## src/common/lsa_pkg.sv

```systemverilog
// Shared constants and types of the legacy segment address unit
package lsa_pkg;

  ////////////////////////////////////////////////////////////////////////////
  // Operating mode encoding presented by the pipeline
  localparam logic [1:0] MODE_REAL   = 2'h0;
  localparam logic [1:0] MODE_V86    = 2'h1;
  localparam logic [1:0] MODE_COMPAT = 2'h2;
  localparam logic [1:0] MODE_LONG   = 2'h3;

  // One-hot mode tracker states
  typedef enum logic [3:0] {
    MD_REAL   = 4'b0001,
    MD_V86    = 4'b0010,
    MD_COMPAT = 4'b0100,
    MD_LONG   = 4'b1000
  } lsa_mode_t;

  ////////////////////////////////////////////////////////////////////////////
  // Segment register indices: six user segments, then four system segments
  localparam int         NUM_SEG        = 10;
  localparam int         NUM_USER       = 6;
  localparam logic [3:0] SEG_CODE       = 4'h0;
  localparam logic [3:0] SEG_DATA       = 4'h1;
  localparam logic [3:0] SEG_EXTRA      = 4'h2;
  localparam logic [3:0] SEG_STACK      = 4'h3;
  localparam logic [3:0] SEG_AUX_ONE    = 4'h4;
  localparam logic [3:0] SEG_AUX_TWO    = 4'h5;
  localparam logic [3:0] SEG_GLOBAL_TBL = 4'h6;
  localparam logic [3:0] SEG_LOCAL_TBL  = 4'h7;
  localparam logic [3:0] SEG_INT_TBL    = 4'h8;
  localparam logic [3:0] SEG_TASK_STATE = 4'h9;

  ////////////////////////////////////////////////////////////////////////////
  // Field widths and reset values
  localparam int          SEL_W      = 16;
  localparam int          BASE_W     = 64;
  localparam int          LIMIT_W    = 32;
  localparam int          ATTR_W     = 12;
  localparam int          REAL_AW    = 20;
  localparam int          PARA_SHIFT = 4;
  localparam logic [15:0] RST_SEL    = 16'h0000;
  localparam logic [63:0] RST_BASE   = 64'h0000_0000_0000_0000;
  localparam logic [31:0] RST_LIMIT  = 32'h0000_ffff;
  localparam logic [11:0] RST_ATTR   = 12'h093;

endpackage : lsa_pkg

```

## src/lsa_top.sv

```systemverilog
// Legacy segment address unit: mode tracking, segment loads, address formation
//
// Summary of operation
// Reset and power-up always leave the unit in real-address mode.
// Real mode address is selector shifted left four plus 16-bit offset, 20 bits.
// Real mode segments span 64K, sit on 16-byte boundaries, base is selector*16.
// Real mode selector load updates selector and base; limit, attributes kept.
// Real or virtual-8086 far transfer writes code selector and base selector*16; limit, attributes kept.
// Real mode never consults descriptor tables or task-state segment for addressing.
// Virtual-8086 loads and bases behave as real mode; reach limited to 1MB.
// Interrupt or exception in virtual-8086 switches to protected mode.
// Ten segment registers, six user and four system, with base, limit, attributes.
// 64-bit mode gives a flat 64-bit space; only the two auxiliary segments still add their bases.
// Compatibility mode keeps legacy protected-mode segmentation unchanged.
// System-segment registers keep locating tables even in 64-bit mode.
// The pipeline presents the operating mode as an encoded input.
`timescale 1ns/10ps
`default_nettype none

module lsa_top (
  input  wire logic        clk,
  input  wire logic        rst,
  input  wire logic        modeReq,
  input  wire logic [1:0]  modeIn,
  input  wire logic        intEvent,
  input  wire logic        selLoad,
  input  wire logic [2:0]  selSeg,
  input  wire logic [15:0] selVal,
  input  wire logic        farXfer,
  input  wire logic [15:0] farSel,
  input  wire logic        descLoad,
  input  wire logic [2:0]  descSeg,
  input  wire logic [15:0] descSel,
  input  wire logic [63:0] descBase,
  input  wire logic [31:0] descLimit,
  input  wire logic [11:0] descAttr,
  input  wire logic        sysLoad,
  input  wire logic [1:0]  sysIdx,
  input  wire logic [63:0] sysBase,
  input  wire logic [31:0] sysLimit,
  input  wire logic        addrReq,
  input  wire logic [2:0]  addrSeg,
  input  wire logic [63:0] effAddr,
  input  wire logic [1:0]  tblSel,
  output logic      [63:0] physAddr,
  output logic             addrValid,
  output logic      [1:0]  curMode,
  output logic             v86Exit,
  output logic      [63:0] tableBase,
  output logic      [31:0] tableLimit
);

  ////////////////////////////////////////////////////////////////////////////
  // Mode tracker
  lsa_pkg::lsa_mode_t modeQ;
  lsa_pkg::lsa_mode_t mode_d;
  logic [1:0]         modeEnc;
  logic [1:0]         curMode_d;
  logic               v86Exit_d;
  logic               legacyAddr;

  // Encoded view of the current state
  always_comb
  begin
    case (modeQ)
      lsa_pkg::MD_REAL:   modeEnc = lsa_pkg::MODE_REAL;
      lsa_pkg::MD_V86:    modeEnc = lsa_pkg::MODE_V86;
      lsa_pkg::MD_COMPAT: modeEnc = lsa_pkg::MODE_COMPAT;
      default:            modeEnc = lsa_pkg::MODE_LONG;
    endcase
  end

  assign legacyAddr = (modeQ == lsa_pkg::MD_REAL) || (modeQ == lsa_pkg::MD_V86);

  // Interrupt out of virtual-8086 beats any mode request in the same cycle
  always_comb
  begin
    mode_d    = modeQ;
    v86Exit_d = 1'b0;
    if (modeQ == lsa_pkg::MD_V86 && intEvent)
    begin
      mode_d    = lsa_pkg::MD_COMPAT;
      v86Exit_d = 1'b1;
    end
    else if (modeReq)
    begin
      case (modeIn)
        lsa_pkg::MODE_REAL:   mode_d = lsa_pkg::MD_REAL;
        lsa_pkg::MODE_V86:    mode_d = lsa_pkg::MD_V86;
        lsa_pkg::MODE_COMPAT: mode_d = lsa_pkg::MD_COMPAT;
        default:              mode_d = lsa_pkg::MD_LONG;
      endcase
    end
    case (mode_d)
      lsa_pkg::MD_REAL:   curMode_d = lsa_pkg::MODE_REAL;
      lsa_pkg::MD_V86:    curMode_d = lsa_pkg::MODE_V86;
      lsa_pkg::MD_COMPAT: curMode_d = lsa_pkg::MODE_COMPAT;
      default:            curMode_d = lsa_pkg::MODE_LONG;
    endcase
  end

  // Reset always lands in real mode
  always_ff @(posedge clk or posedge rst)
  begin
    if (rst)
    begin
      modeQ   <= lsa_pkg::MD_REAL;
      curMode <= lsa_pkg::MODE_REAL;
      v86Exit <= 1'b0;
    end
    else
    begin
      modeQ   <= mode_d;
      curMode <= curMode_d;
      v86Exit <= v86Exit_d;
    end
  end

  ////////////////////////////////////////////////////////////////////////////
  // Single write port into the segment file, fixed priority:
  // far transfer, system load, descriptor load, selector load.
  // Losers of a same-cycle clash are dropped; the pipeline serialises them.
  logic        wrEn;
  logic [3:0]  wrIdx;
  logic        wrSelEn;
  logic        wrLimAttrEn;
  logic [15:0] wrSel;
  logic [63:0] wrBase;
  logic [31:0] wrLimit;
  logic [11:0] wrAttr;
  logic        selOk;
  logic        descOk;

  // Paragraph loads only in real or virtual-8086; descriptors only outside them
  assign selOk  = selLoad && legacyAddr && ({1'b0, selSeg} < 4'(lsa_pkg::NUM_USER));
  assign descOk = descLoad && !legacyAddr && ({1'b0, descSeg} < 4'(lsa_pkg::NUM_USER));

  always_comb
  begin
    wrEn        = 1'b0;
    wrIdx       = lsa_pkg::SEG_CODE;
    wrSelEn     = 1'b0;
    wrLimAttrEn = 1'b0;
    wrSel       = selVal;
    wrBase      = {44'h0, selVal, 4'h0};
    wrLimit     = descLimit;
    wrAttr      = descAttr;
    if (farXfer && legacyAddr)
    begin
      wrEn    = 1'b1;
      wrIdx   = lsa_pkg::SEG_CODE;
      wrSelEn = 1'b1;
      wrSel   = farSel;
      wrBase  = {44'h0, farSel, 4'h0};
    end
    else if (sysLoad)
    begin
      // Table registers load in every mode, 64-bit included
      wrEn        = 1'b1;
      wrIdx       = lsa_pkg::SEG_GLOBAL_TBL + {2'h0, sysIdx};
      wrLimAttrEn = 1'b1;
      wrBase      = sysBase;
      wrLimit     = sysLimit;
      wrAttr      = lsa_pkg::RST_ATTR;
    end
    else if (descOk)
    begin
      wrEn        = 1'b1;
      wrIdx       = {1'b0, descSeg};
      wrSelEn     = 1'b1;
      wrLimAttrEn = 1'b1;
      wrSel       = descSel;
      wrBase      = descBase;
    end
    else if (selOk)
    begin
      // Same handling in real and virtual-8086 mode
      wrEn    = 1'b1;
      wrIdx   = {1'b0, selSeg};
      wrSelEn = 1'b1;
      wrBase  = {44'h0, selVal, 4'h0};
    end
  end

  logic [lsa_pkg::NUM_SEG-1:0][15:0] segSel;
  logic [lsa_pkg::NUM_SEG-1:0][63:0] segBase;
  logic [lsa_pkg::NUM_SEG-1:0][31:0] segLimit;
  logic [lsa_pkg::NUM_SEG-1:0][11:0] segAttr;

  // Ten registers, six user then four system
  lsa_seg_file uSegFile (
    .clk         (clk),
    .rst         (rst),
    .wrEn        (wrEn),
    .wrIdx       (wrIdx),
    .wrSelEn     (wrSelEn),
    .wrLimAttrEn (wrLimAttrEn),
    .wrSel       (wrSel),
    .wrBase      (wrBase),
    .wrLimit     (wrLimit),
    .wrAttr      (wrAttr),
    .segSel      (segSel),
    .segBase     (segBase),
    .segLimit    (segLimit),
    .segAttr     ()
  );

  ////////////////////////////////////////////////////////////////////////////
  // Address formation, registered one cycle after the request
  logic [3:0]  rdIdx;
  logic [63:0] linAddr;
  logic [63:0] physAddr_d;
  logic        addrValid_d;
  logic [63:0] tableBase_d;
  logic [31:0] tableLimit_d;
  logic [3:0]  tblIdx;

  // Out-of-range user index falls back to the code segment
  assign rdIdx  = (addrSeg > 3'h5) ? lsa_pkg::SEG_CODE : {1'b0, addrSeg};
  assign tblIdx = lsa_pkg::SEG_GLOBAL_TBL + {2'h0, tblSel};

  lsa_addr_gen uAddrGen (
    .mode    (modeEnc),
    .segIdx  (rdIdx),
    .sel     (segSel[rdIdx]),
    .base    (segBase[rdIdx]),
    .effAddr (effAddr),
    .linAddr (linAddr)
  );

  // Hold the last address between requests
  always_comb
  begin
    physAddr_d   = addrReq ? linAddr : physAddr;
    addrValid_d  = addrReq;
    tableBase_d  = segBase[tblIdx];
    tableLimit_d = segLimit[tblIdx];
  end

  always_ff @(posedge clk or posedge rst)
  begin
    if (rst)
    begin
      physAddr   <= 64'h0;
      addrValid  <= 1'b0;
      tableBase  <= lsa_pkg::RST_BASE;
      tableLimit <= lsa_pkg::RST_LIMIT;
    end
    else
    begin
      physAddr   <= physAddr_d;
      addrValid  <= addrValid_d;
      tableBase  <= tableBase_d;
      tableLimit <= tableLimit_d;
    end
  end

  ////////////////////////////////////////////////////////////////////////////
  // Checks
  logic [19:0] realExp;
  logic [31:0] compatExp;
  assign realExp   = {segSel[rdIdx], 4'h0} + {4'h0, effAddr[15:0]};
  assign compatExp = segBase[rdIdx][31:0] + effAddr[31:0];

  property p_resetReal;
    @(posedge clk) disable iff (rst)
    $past(rst) |-> (modeQ == lsa_pkg::MD_REAL && curMode == lsa_pkg::MODE_REAL);
  endproperty
  a_resetReal: assert property (p_resetReal) else $error("not real after reset");

  property p_realAddr;
    @(posedge clk) disable iff (rst)
    (addrReq && legacyAddr) |=> (addrValid && physAddr[63:20] == 44'h0
                                 && physAddr[19:0] == $past(realExp));
  endproperty
  a_realAddr: assert property (p_realAddr) else $error("real address wrong");

  property p_selLoad;
    @(posedge clk) disable iff (rst)
    (selOk && !farXfer && !sysLoad) |=>
      (segBase[$past(selSeg)] == {44'h0, $past(selVal), 4'h0}
       && segSel[$past(selSeg)] == $past(selVal)
       && $stable(segLimit));
  endproperty
  a_selLoad: assert property (p_selLoad) else $error("selector load wrong");

  property p_farXfer;
    @(posedge clk) disable iff (rst)
    (farXfer && legacyAddr) |=>
      (segBase[0][19:0] == {$past(farSel), 4'h0} && segBase[0][3:0] == 4'h0
       && segLimit[0] == $past(segLimit[0]));
  endproperty
  a_farXfer: assert property (p_farXfer) else $error("far transfer wrong");

  property p_realNoDesc;
    @(posedge clk) disable iff (rst)
    (legacyAddr && descLoad && !sysLoad) |=> $stable(segLimit);
  endproperty
  a_realNoDesc: assert property (p_realNoDesc) else $error("descriptor used");

  property p_v86Int;
    @(posedge clk) disable iff (rst)
    (modeQ == lsa_pkg::MD_V86 && intEvent) |=>
      (modeQ == lsa_pkg::MD_COMPAT && v86Exit ##1 !v86Exit);
  endproperty
  a_v86Int: assert property (p_v86Int) else $error("no exit from v86");

  property p_flat;
    @(posedge clk) disable iff (rst)
    (addrReq && modeQ == lsa_pkg::MD_LONG && addrSeg < 3'h4) |=>
      physAddr == $past(effAddr);
  endproperty
  a_flat: assert property (p_flat) else $error("64-bit not flat");

  property p_compat;
    @(posedge clk) disable iff (rst)
    (addrReq && modeQ == lsa_pkg::MD_COMPAT) |=> physAddr == {32'h0, $past(compatExp)};
  endproperty
  a_compat: assert property (p_compat) else $error("compat address wrong");

  property p_sysLoad;
    @(posedge clk) disable iff (rst)
    (sysLoad && !(farXfer && legacyAddr) && tblSel == sysIdx) ##1 (tblSel == $past(tblSel))
      |=> (tableBase == $past(sysBase, 2) && tableLimit == $past(sysLimit, 2));
  endproperty
  a_sysLoad: assert property (p_sysLoad) else $error("table register lost");

  property p_coverV86Exit;
    @(posedge clk) disable iff (rst) modeQ == lsa_pkg::MD_V86 ##1 v86Exit;
  endproperty
  c_v86Exit: cover property (p_coverV86Exit);

  property p_coverRealLoadUse;
    @(posedge clk) disable iff (rst) (selOk && !farXfer && !sysLoad) ##1 addrReq;
  endproperty
  c_realLoadUse: cover property (p_coverRealLoadUse);

  property p_coverLongAux;
    @(posedge clk) disable iff (rst)
    addrReq && modeQ == lsa_pkg::MD_LONG && addrSeg == 3'h4;
  endproperty
  c_longAux: cover property (p_coverLongAux);

endmodule : lsa_top

`default_nettype wire

```

## src/lsa_seg_file.sv

```systemverilog
// Ten segment registers: selector, base, limit and attributes each
`timescale 1ns/10ps
`default_nettype none

module lsa_seg_file (
  input  wire logic                       clk,
  input  wire logic                       rst,
  input  wire logic                       wrEn,
  input  wire logic [3:0]                 wrIdx,
  input  wire logic                       wrSelEn,
  input  wire logic                       wrLimAttrEn,
  input  wire logic [15:0]                wrSel,
  input  wire logic [63:0]                wrBase,
  input  wire logic [31:0]                wrLimit,
  input  wire logic [11:0]                wrAttr,
  output logic      [lsa_pkg::NUM_SEG-1:0][15:0] segSel,
  output logic      [lsa_pkg::NUM_SEG-1:0][63:0] segBase,
  output logic      [lsa_pkg::NUM_SEG-1:0][31:0] segLimit,
  output logic      [lsa_pkg::NUM_SEG-1:0][11:0] segAttr
);

  ////////////////////////////////////////////////////////////////////////////
  // One register set per segment; only the addressed entry moves
  for (genvar i = 0; i < lsa_pkg::NUM_SEG; i++)
  begin : gSeg
    logic        hit;
    logic [15:0] sel_d;
    logic [63:0] base_d;
    logic [31:0] limit_d;
    logic [11:0] attr_d;

    assign hit = wrEn && (wrIdx == 4'(i));

    // Limit and attributes stay put unless a descriptor or system load raises wrLimAttrEn
    always_comb
    begin
      sel_d   = segSel[i];
      base_d  = segBase[i];
      limit_d = segLimit[i];
      attr_d  = segAttr[i];
      if (hit)
      begin
        base_d = wrBase;
        if (wrSelEn)
          sel_d = wrSel;
        if (wrLimAttrEn)
        begin
          limit_d = wrLimit;
          attr_d  = wrAttr;
        end
      end
    end

    always_ff @(posedge clk or posedge rst)
    begin
      if (rst)
      begin
        segSel[i]   <= lsa_pkg::RST_SEL;
        segBase[i]  <= lsa_pkg::RST_BASE;
        segLimit[i] <= lsa_pkg::RST_LIMIT;
        segAttr[i]  <= lsa_pkg::RST_ATTR;
      end
      else
      begin
        segSel[i]   <= sel_d;
        segBase[i]  <= base_d;
        segLimit[i] <= limit_d;
        segAttr[i]  <= attr_d;
      end
    end
  end

endmodule : lsa_seg_file

`default_nettype wire

```

## src/lsa_addr_gen.sv

```systemverilog
// Combinational linear address formation per operating mode
`timescale 1ns/10ps
`default_nettype none

module lsa_addr_gen (
  input  wire logic [1:0]  mode,
  input  wire logic [3:0]  segIdx,
  input  wire logic [15:0] sel,
  input  wire logic [63:0] base,
  input  wire logic [63:0] effAddr,
  output logic      [63:0] linAddr
);

  logic [19:0] realSum;
  logic [31:0] compatSum;

  ////////////////////////////////////////////////////////////////////////////
  // Paragraph-scaled selector plus 16-bit offset; carry out of 20 bits wraps
  assign realSum   = {sel, 4'h0} + {4'h0, effAddr[15:0]};
  assign compatSum = base[31:0] + effAddr[31:0];

  // Mode decides the translation; descriptor tables are never read here
  always_comb
  begin
    case (mode)
      lsa_pkg::MODE_REAL,
      lsa_pkg::MODE_V86:    linAddr = {44'h0, realSum};
      lsa_pkg::MODE_COMPAT: linAddr = {32'h0, compatSum};
      default:
      begin
        // Flat space, but the two auxiliary segments keep their bases
        if (segIdx == lsa_pkg::SEG_AUX_ONE || segIdx == lsa_pkg::SEG_AUX_TWO)
          linAddr = base + effAddr;
        else
          linAddr = effAddr;
      end
    endcase
  end

endmodule : lsa_addr_gen

`default_nettype wire

```

## config.mk

```make
export PLATFORM = sky130hd
export DESIGN_NAME = lsa_top
export DESIGN_NICKNAME = d
export VERILOG_FILES = /design/src/common/lsa_pkg.sv /design/src/lsa_top.sv /design/src/lsa_seg_file.sv /design/src/lsa_addr_gen.sv
export SDC_FILE = /design/constraint.sdc
export NUM_CORES = 2
export LEC_CHECK = 0
export ABC_AREA = 1
export BUFFER_PORTS_ARGS = -buffer_cell sky130_fd_sc_hd__buf_4
export CORE_ASPECT_RATIO = 1.5
export CORE_MARGIN = 2
export CORE_UTILIZATION = 60
export DETAILED_ROUTE_END_ITERATION = 12
export GPL_TIMING_DRIVEN = 1
export PLACE_DENSITY = 0.87
export SETUP_SLACK_MARGIN = 0.02
export SYNTH_ARGS = -nofsm -noshare
export SYNTH_HDL_FRONTEND = slang
export SYNTH_SLANG_ARGS = --single-unit
```

## constraint.sdc

```tcl
create_clock -name clk -period 35.3 [get_ports clk]
set_clock_uncertainty 0.2 [all_clocks]
set_input_delay 3.53 -clock clk [delete_from_list [all_inputs] [get_ports clk]]
set_output_delay 3.53 -clock clk [all_outputs]
set_load 0.02 [all_outputs]
```

==> run summary <==
met2 WL post-DR -> 73400 um
status -> finished, final reports clean
grt ovf -> 0
Crit Path Category -> primary input to flip-flop
root buffer cell -> clkbuf_16
RR Endpoint -> uSegFile.segBase[438]$_DFFE_PP0P_
Clk pwr share -> 0.260
Tcrit/Tclk final -> 0.264
count of pins over their slew limit -> 0
mux cell area share after synthesis -> 0.00749
mapped cell area -> 50800 um^2
CP max-delay cell -> buf_4
Met3 Routed Length -> 13200 um
Largest delay share family, worst path -> simple AND/OR/NAND/NOR gates
drt total wl -> 154000 um
count leader, synth -> nand2_1
Reg clk slew, reported paths -> 0.07 ns
# H-tree levels -> 3
Combinational Power Share -> 0.295
Hold Path End -> uSegFile.segLimit[193]$_DFFE_PP1P_
min Tclk post-route -> 9.31 ns
IO buf count -> 491
FFs w/ async S/R, synth -> 1.00
Slew HR -> 0.231
CTS tree -> built
Final Power -> 4.06 mW
cell repeated most along the worst path -> nand2_1
synth unique cells -> 51
CP Cell Sequence -> buf_4, nand2_1, nand2_4, inv_4, buf_4, nand2_1, a32o_1, o21ai_0, ha_1, inv_1, fa_1, inv_1, nand3_1, nand2_1, nand2_1, nand3_1, nand2_1, nand2_1, xor2_1, o21ai_0, nand3_1, nand2_1, inv_1
vias in the first global route -> 44900
dpl hpwl -> 101000 um
hold_sp -> uSegFile.segLimit[193]$_DFFE_PP1P_
R2R Setup Slk -> 30.09 ns
final hold violations -> 0
fin cells -> 7814
Vias -> 46400
Synth Flop Type -> dfrtp_1
TritonCTS Buffers -> 91
syn nets -> 6790
Post-CTS Resized -> 0
Synth area leaders -> dfrtp_1 47%, nand2_1 15%, o21ai_1 5.2%, o21ai_0 4.9%, dfstp_2 4.2%
RSZ-0062 raised after global routing -> false
share of the synthesized area in the top cell type -> 0.468
largest net degree at the start of global routing -> 187
initial drt markers -> 4959
LEAKAGE -> 28.3 nW
postcts setup bufs -> 0
Fill cells -> 6492
Max Used Layer -> met5
Max-cap violations -> 0
reg-to-reg startpoint -> modeQ[0]$_DFF_PP1_
first drt pass iteration count -> 9
P_int -> 2.64 mW
Worst Max-Slew Pin Slew -> 1.15 ns
Critical Path Max Stage Delay -> 0.78 ns
Die Footprint -> 87100 um^2
WL/cell -> 19.6 um
Fmax -> 0.107 GHz
Placer Congestion -> 1.09
placed instance count -> 7649
wl on met1 -> 59600 um
Sequential Power Share -> 0.445
R2R depth -> 14
Mean Syn Cell Area -> 7.97 um^2
HP Class -> flip-flop to flip-flop
Cell Pwr Density -> 70.1 nW/um^2
CTS Hold Bufs -> 0
Post-Synth XOR/XNOR Area -> 0.00103
switching share of power -> 0.350
clk_lat worst skew -> 0.68 ns
Starting Density -> 0.606
Core Footprint -> 83800 um^2
die height -> 360 um
antenna violations before repair -> 1
Peak supply drop -> 44.4 uV
Diodes inserted -> 0
Net Sw Power -> 1.42 mW
Worst EP arrival -> 9.68 ns
worst path bufs/invs -> 6
GRT Util Overall -> 0.349
largest family of logic cells by synthesized area -> simple AND/OR/NAND/NOR gates
# rows -> 130
Syn Inst Count -> 6372
WHS Path Cells -> 2
drt drc -> 0
WP data required -> 35.67 ns
Num Clock Sinks -> 1032
Fin Hold WS -> 0.276 ns
Die Width -> 242 um
final antenna-violating net count -> 0
number of synthesized flops with an enable pin -> 0
flops & latches, synth -> 1032
nets -> 7038
Synth area leader -> dfrtp_1
YS warnings -> 0
final setup fails -> 0
post-synthesis compound-gate area fraction -> 0.189
CP Launch Type -> primary input
first-pass GRT wire length -> 243000 um
I/O Pins -> 504
post-synthesis sequential area ratio -> 0.510
simple-gate share of the synthesized area -> 0.211
share of post-route cells with drive strength above 1 -> 0.136
Via density -> 5.93
crit-path max FO -> 76
clock buffer depth -> 3
Layout area overhead -> 13.9%
kind of end point of the critical path -> flip-flop
TNS Setup -> 0 ns
Synth Area in Adders -> 0.0195
Critical path origin -> addrSeg[1]
commonest cells in the netlist -> 2078 x nand2_1, 951 x dfrtp_1, 530 x o21ai_1
## routing by layer
metal / GRT usage / up-vias
met5: 0 / -
met4: 0.164 / 2
met3: 0.0666 / 386
met2: 0.573 / 2242
met1: 0.448 / 22200
li1: - / 21500
## worst max-delay path by stage
stage	endpoint	slack (ns)	cells after the start
2_1_floorplan	addrValid$_DFF_PP0_	2.66	1
6_report	physAddr[16]$_DFFE_PP0P_	25.99	23
4_1_cts	physAddr[34]$_DFFE_PP0P_	26.17	25
5_1_grt	physAddr[34]$_DFFE_PP0P_	25.73	25
3_5_place_dp	physAddr[34]$_DFFE_PP0P_	25.45	25
3_3_place_gp	physAddr[34]$_DFFE_PP0P_	25.50	25
## power groups by stage
stage,logic (mW),clock network [mW],registers (mW)
floorplan,0.771,0,1.82
global placement,1.13,0,1.79
detailed placement,1.17,0,1.81
CTS,1.19,1.06,1.80
global route,1.34,1.11,1.85
finish,1.20,1.05,1.81
## cells in the final DEF (no fill, tap or decap), types with 76 or more instances in the layout
cell       Yosys  routed
a21oi_1      419     419
nand2_1     2078    2069
ha_1          76      76
dfrtp_1      951     951
inv_1        381     378
dfstp_2       81      81
o21ai_1      530     530
a22oi_1      129     129
nand3_1      192     192
buf_4         15     535
clkbuf_16      0      95
o21ai_0      495     495
nor2_1       299     297
## cells by family after synthesis
group / after synthesis
AOI/OAI and AO/OA: 1742
muxes: 34
DFF: 1032
buffers and inverters: 780
xor gates and xnor gates: 6
and+or+nand+nor: 2700
adders and majority gates: 78
## sequential cells by signal (all words and copies together), names as in the netlist
| register | count |
|---|---|
| modeQ | 4 |
| v86Exit | 1 |
| curMode | 2 |
| uSegFile.segLimit | 128 |
| uSegFile.segSel | 96 |
| tableBase | 64 |
| uSegFile.segBase | 640 |
| tableLimit | 32 |
| physAddr | 64 |
| addrValid | 1 |
## layout make-up
cell class,instances,area [um^2],share of cell area
Sequential cell,1032,25900,0.448
Inverter,397,1510,0.0260
Clock inverter,38,494,0.00854
Multi-Input combinational cell,4560,21800,0.377
Timing Repair Buffer,538,4070,0.0703
Tap cell,1122,1400,0.0242
Clock buffer,127,2670,0.0461
## through the flow
stage                     instance area (um^2)  worst slack (ns)  utilization
final                                    57900             25.99        0.691
after global routing                     57900             25.73        0.691
after CTS                                57900             26.17        0.691
after detailed placement                 54700             25.45        0.653
after global placement                   54700             25.50        0.653
after floorplan                          50800              2.66            -
## worst min-delay path: stages, from the launching register on
cell and delay (ns):
dfstp_2 0.37, nand2_1 0.05, o21ai_1 0.05
Note: power is estimated with default switching activity, not from simulation.
